==> config.mk <==
export PLATFORM = sky130hd
export DESIGN_NAME = snf_feature_regs
export DESIGN_NICKNAME = d
export VERILOG_FILES = /design/src/rtl/snf_pkg.sv /design/src/rtl/snf_link_if.sv /design/src/rtl/snf_feature_regs.sv /design/src/rtl/snf_link_rx.sv
export SDC_FILE = /design/constraint.sdc
export NUM_CORES = 1
export LEC_CHECK = 0
export BUFFER_PORTS_ARGS = -buffer_cell sky130_fd_sc_hd__buf_2
export CORE_ASPECT_RATIO = 0.75
export CORE_MARGIN = 4
export CORE_UTILIZATION = 35
export CTS_CLUSTER_DIAMETER = 80
export DETAILED_ROUTE_END_ITERATION = 12
export PLACE_DENSITY = 0.63
export SYNTH_ARGS = -nofsm -noshare
export SYNTH_HDL_FRONTEND = slang
export SYNTH_HIERARCHICAL = 1
export SYNTH_SLANG_ARGS = --single-unit
==> constraint.sdc <==
create_clock -name clk_i -period 3.25 [get_ports clk_i]
set_input_delay 0.325 -clock clk_i [delete_from_list [all_inputs] [get_ports clk_i]]
set_output_delay 0.325 -clock clk_i [all_outputs]
set_load 0.02 [all_outputs]
==> src/rtl/snf_pkg.sv <==
// snf_pkg: shared constants for the serial flash feature and status register block
// assumes: included before every other design file
package snf_pkg;
   // link opcodes
   localparam logic [7:0] OP_GET_FEATURE = 8'h0F;
   localparam logic [7:0] OP_SET_FEATURE = 8'h1F;
   localparam logic [7:0] OP_RESET = 8'hFF;
   localparam logic [7:0] OP_WRITE_ENABLE = 8'h06;
   localparam logic [7:0] OP_WRITE_DISABLE = 8'h04;
   localparam logic [7:0] OP_PROGRAM_EXEC = 8'h10;
   localparam logic [7:0] OP_PAGE_READ = 8'h13;
   localparam logic [7:0] OP_BLOCK_ERASE = 8'hD8;
   // feature addresses
   localparam logic [7:0] ADDR_LOCK = 8'hA0;
   localparam logic [7:0] ADDR_OTP = 8'hB0;
   localparam logic [7:0] ADDR_STATUS = 8'hC0;
   localparam logic [7:0] ADDR_DRIVE = 8'hD0;
   // reset values
   localparam logic [7:0] RST_LOCK = 8'h38;
   localparam logic [7:0] RST_OTP = 8'h10;
   localparam logic [7:0] RST_DRIVE = 8'h20;
   // writable masks, reserved bits read zero
   localparam logic [7:0] MASK_LOCK = 8'hB8;
   localparam logic [7:0] MASK_OTP = 8'hD0;
   localparam logic [7:0] MASK_DRIVE = 8'h60;
   // field positions
   localparam int LOCK_WD_BIT = 7;
   localparam int LOCK_BP_LSB = 3;
   localparam int OTP_PROT_BIT = 7;
   localparam int OTP_EN_BIT = 6;
   localparam int OTP_ECC_BIT = 4;
   localparam int DRV_LSB = 5;
   localparam int ST_ECC_LSB = 4;
   localparam int ST_PFAIL_BIT = 3;
   localparam int ST_EFAIL_BIT = 2;
   localparam int ST_WEL_BIT = 1;
   localparam int ST_BUSY_BIT = 0;
   // otp mode codes
   typedef enum logic [1:0] {SNF_OTP_NORMAL, SNF_OTP_ACCESS, SNF_OTP_NA, SNF_OTP_LOCKED} snf_otp_e;
   localparam int SYNC_STAGES = 2;
endpackage : snf_pkg

==> src/rtl/snf_link_if.sv <==
// snf_link_if: byte stream between the link front end and the register core
// assumes: one clock domain, clk_i of the top
`timescale 1ns/100ps
interface snf_link_if;
   logic frame_start;
   logic byte_valid;
   logic [7:0] rx_byte;
   logic [7:0] tx_byte;
   logic tx_load;
   logic frame_end;
   modport front (output frame_start, output byte_valid, output rx_byte, output frame_end,
                  input tx_byte, input tx_load);
   modport core (input frame_start, input byte_valid, input rx_byte, input frame_end,
                 output tx_byte, output tx_load);
endinterface : snf_link_if

==> src/rtl/snf_feature_regs.sv <==
// snf_feature_regs: feature and status register bank of a serial nand flash
// assumes: array engine reports busy, fail and ecc results on same clock
// Function
// - sample rising edge, drive falling edge
// - get 0Fh and set 1Fh with address
// - settings persist through the reset command
// - lock register A0h, reset 38h
// - protect range decodes to locked row fraction
// - otp register B0h, reset 10h
// - ecc enable bit drives internal ecc
// - otp protect and enable decode
// - status register C0h bit layout
// - drive register D0h, reset 20h, strength decode
// - write enable 06h sets latch
// - write disable 04h clears latch
// - latch reads zero after power up
// - ecc result cleared on reset, read start
// - ecc result invalid when ecc off; status ecc field is reported whether or not the ecc enable bit is set
// - ecc result code meanings
// - program fail set on failure, cleared on execute
// - erase fail set on failure, cleared on erase
// - busy while operation executes
// - status readable while busy
// - no latch means sequence ignored
`timescale 1ns/100ps
module snf_feature_regs (
   input wire logic clk_i,
   input wire logic rstn_i,
   input wire logic ce_i,
   input wire logic sck_i,
   input wire logic csn_i,
   input wire logic si_i,
   output logic so_o,
   output logic so_oe_o,
   input wire logic array_busy_i,
   input wire logic prog_fail_i,
   input wire logic erase_fail_i,
   input wire logic read_done_i,
   input wire logic [1:0] ecc_result_i,
   output logic [7:0] cmd_o,
   output logic cmd_valid_o,
   output logic [1:0] protect_range_o,
   output logic [2:0] protect_code_o,
   output logic lock_reg_write_disable_o,
   output logic [6:0] locked_fraction_log2_o,
   output logic ecc_enable_o,
   output logic [1:0] otp_mode_o,
   output logic [1:0] drive_strength_o,
   output logic [6:0] drive_percent_o,
   output logic write_enable_latch_o,
   output logic busy_flag_o
);
   typedef enum logic [1:0] {SNF_IDLE, SNF_ADDR, SNF_DATA, SNF_SKIP} snf_state_e;
   typedef struct packed {
      snf_state_e fsm;
      logic [7:0] op;
      logic [7:0] addr;
      logic [7:0] lock;
      logic [7:0] otp;
      logic [7:0] drv;
      logic [1:0] ecc;
      logic pfail;
      logic efail;
      logic write_enable_latch;
      logic rst_busy;
      logic [7:0] cmd;
      logic cmd_v;
      logic [7:0] tx;
      logic txl;
   } snf_core_s;
   snf_core_s st_reg, st_next;
   snf_link_if lnk ();

   snf_link_rx u_link (
      .clk_i(clk_i),
      .rstn_i(rstn_i),
      .ce_i(ce_i),
      .sck_i(sck_i),
      .csn_i(csn_i),
      .si_i(si_i),
      .so_o(so_o),
      .so_oe_o(so_oe_o),
      .lnk(lnk)
   );

   function automatic logic [7:0] status_byte(input snf_core_s s, input logic busy);
      status_byte = 8'h00;
      status_byte[snf_pkg::ST_ECC_LSB +: 2] = s.ecc;
      status_byte[snf_pkg::ST_PFAIL_BIT] = s.pfail;
      status_byte[snf_pkg::ST_EFAIL_BIT] = s.efail;
      status_byte[snf_pkg::ST_WEL_BIT] = s.write_enable_latch;
      status_byte[snf_pkg::ST_BUSY_BIT] = busy;
   endfunction : status_byte

   function automatic logic [7:0] read_feature(input snf_core_s s, input logic [7:0] a, input logic busy);
      case (a) // reserved bits are masked to zero
         snf_pkg::ADDR_LOCK: read_feature = s.lock & snf_pkg::MASK_LOCK;
         snf_pkg::ADDR_OTP: read_feature = s.otp & snf_pkg::MASK_OTP;
         snf_pkg::ADDR_STATUS: read_feature = status_byte(s, busy);
         snf_pkg::ADDR_DRIVE: read_feature = s.drv & snf_pkg::MASK_DRIVE;
         default: read_feature = 8'h00;
      endcase
   endfunction : read_feature

   logic busy;
   assign busy = array_busy_i | st_reg.rst_busy;

   always_comb begin
      st_next = st_reg;
      st_next.cmd_v = 1'b0;
      st_next.txl = 1'b0;
      st_next.rst_busy = 1'b0;
      // fail flags set by the array; set wins over clear below
      if (lnk.frame_start) begin
         st_next.fsm = SNF_IDLE;
      end
      if (lnk.byte_valid) begin
         case (st_reg.fsm)
            SNF_IDLE: begin
               st_next.op = lnk.rx_byte;
               st_next.fsm = SNF_SKIP;
               case (lnk.rx_byte)
                  snf_pkg::OP_GET_FEATURE, snf_pkg::OP_SET_FEATURE: begin
                     st_next.fsm = SNF_ADDR;
                  end
                  snf_pkg::OP_WRITE_ENABLE: begin
                     st_next.write_enable_latch = 1'b1;
                  end
                  snf_pkg::OP_WRITE_DISABLE: begin
                     st_next.write_enable_latch = 1'b0;
                  end
                  snf_pkg::OP_RESET: begin
                     // feature registers untouched
                     st_next.ecc = 2'h0;
                     st_next.pfail = 1'b0;
                     st_next.efail = 1'b0;
                     st_next.rst_busy = 1'b1;
                     st_next.cmd = lnk.rx_byte;
                     st_next.cmd_v = 1'b1;
                  end
                  snf_pkg::OP_PROGRAM_EXEC: begin
                     // forwarded only with the latch set
                     if (st_reg.write_enable_latch) begin
                        st_next.pfail = 1'b0;
                        st_next.cmd = lnk.rx_byte;
                        st_next.cmd_v = 1'b1;
                     end
                  end
                  snf_pkg::OP_BLOCK_ERASE: begin
                     if (st_reg.write_enable_latch) begin
                        st_next.efail = 1'b0;
                        st_next.cmd = lnk.rx_byte;
                        st_next.cmd_v = 1'b1;
                     end
                  end
                  snf_pkg::OP_PAGE_READ: begin
                     st_next.ecc = 2'h0;
                     st_next.cmd = lnk.rx_byte;
                     st_next.cmd_v = 1'b1;
                  end
                  default: begin
                     st_next.cmd = lnk.rx_byte;
                     st_next.cmd_v = 1'b1;
                  end
               endcase
            end
            SNF_ADDR: begin
               st_next.addr = lnk.rx_byte;
               st_next.fsm = SNF_DATA;
               if (st_reg.op == snf_pkg::OP_GET_FEATURE) begin
                  st_next.tx = read_feature(st_reg, lnk.rx_byte, busy);
                  st_next.txl = 1'b1;
               end
            end
            SNF_DATA: begin
               if (st_reg.op == snf_pkg::OP_SET_FEATURE) begin
                  case (st_reg.addr)
                     snf_pkg::ADDR_LOCK: begin
                        if (!st_reg.lock[snf_pkg::LOCK_WD_BIT]) begin
                           st_next.lock = lnk.rx_byte & snf_pkg::MASK_LOCK;
                        end
                     end
                     snf_pkg::ADDR_OTP: st_next.otp = lnk.rx_byte & snf_pkg::MASK_OTP;
                     snf_pkg::ADDR_DRIVE: st_next.drv = lnk.rx_byte & snf_pkg::MASK_DRIVE;
                     default: st_next.fsm = SNF_SKIP; // status is read only
                  endcase
                  st_next.fsm = SNF_SKIP;
               end else begin
                  // repeat status while polling
                  st_next.tx = read_feature(st_reg, st_reg.addr, busy);
                  st_next.txl = 1'b1;
               end
            end
            SNF_SKIP: st_next.fsm = SNF_SKIP;
            default: st_next.fsm = SNF_IDLE;
         endcase
      end
      if (read_done_i) begin
         st_next.ecc = ecc_result_i;
      end
      if (prog_fail_i) begin
         st_next.pfail = 1'b1;
      end
      if (erase_fail_i) begin
         st_next.efail = 1'b1;
      end
   end

   always_ff @(posedge clk_i) begin
      if (!rstn_i) begin
         st_reg <= '0;
         st_reg.lock <= snf_pkg::RST_LOCK;
         st_reg.otp <= snf_pkg::RST_OTP;
         st_reg.drv <= snf_pkg::RST_DRIVE;
         st_reg.write_enable_latch <= 1'b0;
      end else if (ce_i) begin
         st_reg <= st_next;
      end
   end

   assign lnk.tx_byte = st_reg.tx;
   assign lnk.tx_load = st_reg.txl;

   always_comb begin
      case (st_reg.lock[snf_pkg::LOCK_BP_LSB +: 3])
         3'h0: locked_fraction_log2_o = 7'h00;
         3'h1: locked_fraction_log2_o = 7'h06;
         3'h2: locked_fraction_log2_o = 7'h05;
         3'h3: locked_fraction_log2_o = 7'h04;
         3'h4: locked_fraction_log2_o = 7'h03;
         3'h5: locked_fraction_log2_o = 7'h02;
         3'h6: locked_fraction_log2_o = 7'h01;
         default: locked_fraction_log2_o = 7'h7F;
      endcase
      case (st_reg.drv[snf_pkg::DRV_LSB +: 2])
         2'h0: drive_percent_o = 7'h64;
         2'h1: drive_percent_o = 7'h4B;
         2'h2: drive_percent_o = 7'h32;
         default: drive_percent_o = 7'h19;
      endcase
   end

   assign protect_code_o = st_reg.lock[snf_pkg::LOCK_BP_LSB +: 3];
   assign protect_range_o = {st_reg.lock[snf_pkg::LOCK_BP_LSB +: 3] == 3'h7, st_reg.lock[snf_pkg::LOCK_BP_LSB +: 3] != 3'h0};
   assign lock_reg_write_disable_o = st_reg.lock[snf_pkg::LOCK_WD_BIT];
   assign ecc_enable_o = st_reg.otp[snf_pkg::OTP_ECC_BIT];
   assign otp_mode_o = {st_reg.otp[snf_pkg::OTP_PROT_BIT], st_reg.otp[snf_pkg::OTP_EN_BIT]};
   assign drive_strength_o = st_reg.drv[snf_pkg::DRV_LSB +: 2];
   assign write_enable_latch_o = st_reg.write_enable_latch;
   assign busy_flag_o = busy;
   assign cmd_o = st_reg.cmd;
   assign cmd_valid_o = st_reg.cmd_v;

   chk_wel_set_cmd: assert property (@(posedge clk_i) disable iff (!rstn_i)
      ce_i && lnk.byte_valid && st_reg.fsm == SNF_IDLE && lnk.rx_byte == snf_pkg::OP_WRITE_ENABLE
      |=> st_reg.write_enable_latch) else $error("latch not set by write enable");
   chk_wel_clr_cmd: assert property (@(posedge clk_i) disable iff (!rstn_i)
      ce_i && lnk.byte_valid && st_reg.fsm == SNF_IDLE && lnk.rx_byte == snf_pkg::OP_WRITE_DISABLE
      |=> !st_reg.write_enable_latch) else $error("latch not cleared by write disable");
   chk_pfail_sticky: assert property (@(posedge clk_i) disable iff (!rstn_i)
      ce_i && prog_fail_i |=> st_reg.pfail) else $error("program fail lost");
   chk_efail_sticky: assert property (@(posedge clk_i) disable iff (!rstn_i)
      ce_i && erase_fail_i |=> st_reg.efail) else $error("erase fail lost");
   chk_busy_follow: assert property (@(posedge clk_i) disable iff (!rstn_i)
      array_busy_i |-> busy_flag_o) else $error("busy flag not raised");
   chk_reset_busy: assert property (@(posedge clk_i) disable iff (!rstn_i)
      ce_i && lnk.byte_valid && st_reg.fsm == SNF_IDLE && lnk.rx_byte == snf_pkg::OP_RESET
      |=> busy_flag_o) else $error("busy flag not raised by reset command");
   chk_no_wel_drop: assert property (@(posedge clk_i) disable iff (!rstn_i)
      cmd_valid_o && (cmd_o == snf_pkg::OP_BLOCK_ERASE || cmd_o == snf_pkg::OP_PROGRAM_EXEC)
      |-> $past(st_reg.write_enable_latch)) else $error("program or erase forwarded without latch");
   chk_reserved_zero: assert property (@(posedge clk_i) disable iff (!rstn_i)
      (st_reg.lock & ~snf_pkg::MASK_LOCK) == 8'h00 && (st_reg.drv & ~snf_pkg::MASK_DRIVE) == 8'h00)
      else $error("reserved bit set");
   chk_reset_keeps: assert property (@(posedge clk_i) disable iff (!rstn_i)
      ce_i && lnk.byte_valid && st_reg.fsm == SNF_IDLE && lnk.rx_byte == snf_pkg::OP_RESET
      |=> $stable(st_reg.otp) && st_reg.ecc == 2'h0) else $error("reset command altered settings");
endmodule : snf_feature_regs

==> src/rtl/snf_link_rx.sv <==
// snf_link_rx: samples the serial pins, finds clock edges, shifts bytes in and out
// assumes: link clock far slower than clk_i; pins are asynchronous
`timescale 1ns/100ps
module snf_link_rx (
   input wire logic clk_i,
   input wire logic rstn_i,
   input wire logic ce_i,
   input wire logic sck_i,
   input wire logic csn_i,
   input wire logic si_i,
   output logic so_o,
   output logic so_oe_o,
   snf_link_if.front lnk
);
   typedef struct packed {
      logic [1:0] sck_s;
      logic [1:0] csn_s;
      logic [1:0] si_s;
      logic sck_d;
      logic csn_d;
      logic [2:0] cnt;
      logic [7:0] sh;
      logic [7:0] tx;
      logic so;
      logic oe;
      logic bv;
      logic fs;
      logic fe;
   } snf_rx_s;
   snf_rx_s st_reg, st_next;
   logic rise, fall;

   always_comb begin
      st_next = st_reg;
      st_next.sck_s = {st_reg.sck_s[0], sck_i};
      st_next.csn_s = {st_reg.csn_s[0], csn_i};
      st_next.si_s = {st_reg.si_s[0], si_i};
      st_next.sck_d = st_reg.sck_s[1];
      st_next.csn_d = st_reg.csn_s[1];
      st_next.bv = 1'b0;
      st_next.fs = st_reg.csn_d & ~st_reg.csn_s[1];
      st_next.fe = ~st_reg.csn_d & st_reg.csn_s[1];
      rise = ~st_reg.sck_d & st_reg.sck_s[1];
      fall = st_reg.sck_d & ~st_reg.sck_s[1];
      if (st_reg.csn_s[1]) begin
         st_next.cnt = 3'h0;
         st_next.oe = 1'b0;
      end else begin
         if (rise) begin // sample on rising edge in both modes
            st_next.sh = {st_reg.sh[6:0], st_reg.si_s[1]};
            st_next.cnt = st_reg.cnt + 3'h1;
            if (st_reg.cnt == 3'h7) begin
               st_next.bv = 1'b1;
            end
         end
         if (lnk.tx_load) begin
            st_next.tx = lnk.tx_byte;
         end
         if (fall) begin // drive from falling edge
            st_next.so = st_reg.tx[7];
            st_next.tx = {st_reg.tx[6:0], 1'b0};
         end
      end
      if (st_next.bv) begin
         st_next.oe = 1'b1;
      end
   end

   always_ff @(posedge clk_i) begin
      if (!rstn_i) begin
         st_reg <= '0;
         st_reg.csn_s <= 2'h3;
         st_reg.csn_d <= 1'b1;
      end else if (ce_i) begin
         st_reg <= st_next;
      end
   end

   // idle clock level is set by the host between frames
   assign lnk.frame_start = st_reg.fs;
   assign lnk.frame_end = st_reg.fe;
   assign lnk.byte_valid = st_reg.bv;
   assign lnk.rx_byte = st_reg.sh;
   assign so_o = st_reg.so;
   assign so_oe_o = st_reg.oe;
endmodule : snf_link_rx

==> impl_metrics.csv <==
group,metric,value,unit
outcome,status,"completed",
critical_path,cp.required,3.53,ns
hold_path,whs_path_depth,3,
timing,relSlewSlack,29.3,%
clock_network,cts_setup_buffers,0,
synth,synthesis.nets,516,
route,avgRoutedWirePerCell,15.1,um
timing,clock.fmax,0.452,GHz
critical_path,cp-end-kind,"register",
global_routing,grt_first_pass_wirelength,16.1,mm
clock_network,cts_buffer_depth,2,
pwr,leakage,1.79,nW
floorplan,initial_core_util,36.0,%
critical_path,crit_fanout,8,
floorplan,coreArea,11700,um2
place,dp_hpwl,7.06,mm
floorplan,floorplan.rows,34,
critical_path,rr_endpoint,"lnk.tx_byte[5]$_SDFFE_PN0P_",
hold_path,min_to,"u_link/st_next[29]$_SDFFE_PN1P_",
clock_network,cts_htree_levels,3,
critical_path,crit_path_start,"u_link/lnk.rx_byte[6]$_SDFFE_PN0P_",
route,drcViolationCount,0,
cells_and_area,layout-drive-gt1-share,18.4,%
clock_network,cts_sinks,82,
place,gp_congestion,0.858,
clock_network,clk_latency,0.33,ns
cells_and_area,layout.nets,517,
cells_and_area,largest_reg_flops,23,
global_routing,grt_max_degree,38,
global_routing,overflow,0,
clock_network,cts_resized,0,
floorplan,ios,50,
global_routing,track_usage,14.5,%
route,dr.first_iter.drc_count,257,
critical_path,r2r_setup_slack,1.04,ns
timing,rsz0062_at_grt,"no",
floorplan,chipHeight,103,um
floorplan,chipWidth,134,um
cells_and_area,final_common_cell,"dfxtp_1",
cells_and_area,fillers,1215,
pwr,ir_drop,277,uV
critical_path,startpoint_type,"register",
place,io_buffers,49,
cells_and_area,final_cell_mix,"dfxtp_1, nand2_1, buf_2",
hold_path,min_from,"csn_i",
place,pre_cts_slack,1.07,ns
clock_network,clk_pin_slew_worst_paths,0.06,ns
route,ant_nets,0,
clock_network,cts_tree,"done",
clock_network,cts_buffers,9,
clock_network,ctsHoldBuffers,0,
timing,worst_slack,1.04,ns
synth,synth_area_per_cell,8.50,um2
cells_and_area,antenna_cells,0,
route,first_pass_iters,5,
synth,synth_warnings,6,
critical_path,crit-reg2reg-launch,"u_link/lnk.rx_byte[6]$_SDFFE_PN0P_",
timing,clock-skew-final,0.00744,ns
critical_path,rr_worst_depth,6,
cells_and_area,register_area,1640,um2
global_routing,antenna_found_initial,0,
critical_path,cp.arrival,2.49,ns
floorplan,die_area,13800,um2
timing,period_needed,2.21,ns
global_routing,grt_pass1_vias,3207,
timing,slew_viol_final,0,
hold_path,min_path_type,"in -> reg",
route,post_drt_via_cell_ratio,5.27,
timing,setup_viol,0,
timing,fin_tns_setup,0,ns
timing,worstMarginPinSlew,1.06,ns
timing,final_hold_viol_count,0,
critical_path,worst-setup-path-type,"reg -> reg",
clock_network,ctsRootBufferMaster,"clkbuf_16",
pwr,powerDensity,457,nW/um2
cells_and_area,multi_input_area,2140,um2
synth,syn-cell-area,4200,um2
synth,synthCells,494,
route,vias,3486,
cells_and_area,syn_to_final_growth,9.71,%
route,wirelength,9.95,mm
timing,fin_crit_sh,68.1,%
flow_run,maxCapViolCount,0,
## final cells by class
class                           count  area share, %
Clock inverter                      2          0.760
Timing Repair Buffer               54           6.14
Sequential cell                    82           35.6
Clock buffer                       13           5.87
Multi-Input combinational cell    340           46.6
Tap cell                          162           4.40
Inverter                            8          0.652
## worst max path at each step
| stage | end | slack [ns] | cells after the start |
|---|---|---|---|
| after detailed placement | lnk.tx_byte[5]$_SDFFE_PN0P_ | 1.07 | 6 |
| after global placement | drive_strength_o[1]$_SDFFE_PN0P_ | 1.25 | 7 |
| after CTS | lnk.tx_byte[5]$_SDFFE_PN0P_ | 1.05 | 6 |
| after floorplan | lnk.tx_byte[5]$_SDFFE_PN0P_ | 1.44 | 7 |
| after global routing | protect_code_o[0]$_SDFFE_PN1P_ | 0.79 | 7 |
| final | lnk.tx_byte[5]$_SDFFE_PN0P_ | 1.04 | 6 |
## power breakdown
| part | internal [mW] | switching [mW] |
|---|---|---|
| registers | 1.01 | 0.00703 |
| clock network | 0.652 | 0.378 |
| logic | 0.0182 | 0.0361 |
## critical path, stage by stage (launching register included)
cell,delay (ns)
dfxtp_1,0.41
buf_4,0.19
nor2b_1,0.49
o21bai_1,0.14
or4_4,0.48
o32ai_2,0.28
a22o_1,0.16
## through the flow
step                instances  total power [mW]  utilization (%)  area, um2  hold WS (ns)
global route              661              2.18             39.5       4610         0.233
global placement          646              1.10             36.9       4300         0.442
detailed placement        646              1.10             36.9       4300         0.446
floorplan                 494              1.08                -       4200         0.431
finish                    661              2.11             39.5       4610         0.208
CTS                       661              2.12             39.5       4610         0.204
## routing by layer
layer / global-route usage, % / routed length (um)
met5: 0 / 0
met4: 4.46 / 121
met3: 3.56 / 642
met2: 22.9 / 4340
met1: 19.7 / 4850
Note: power is estimated with default switching activity, not from simulation.
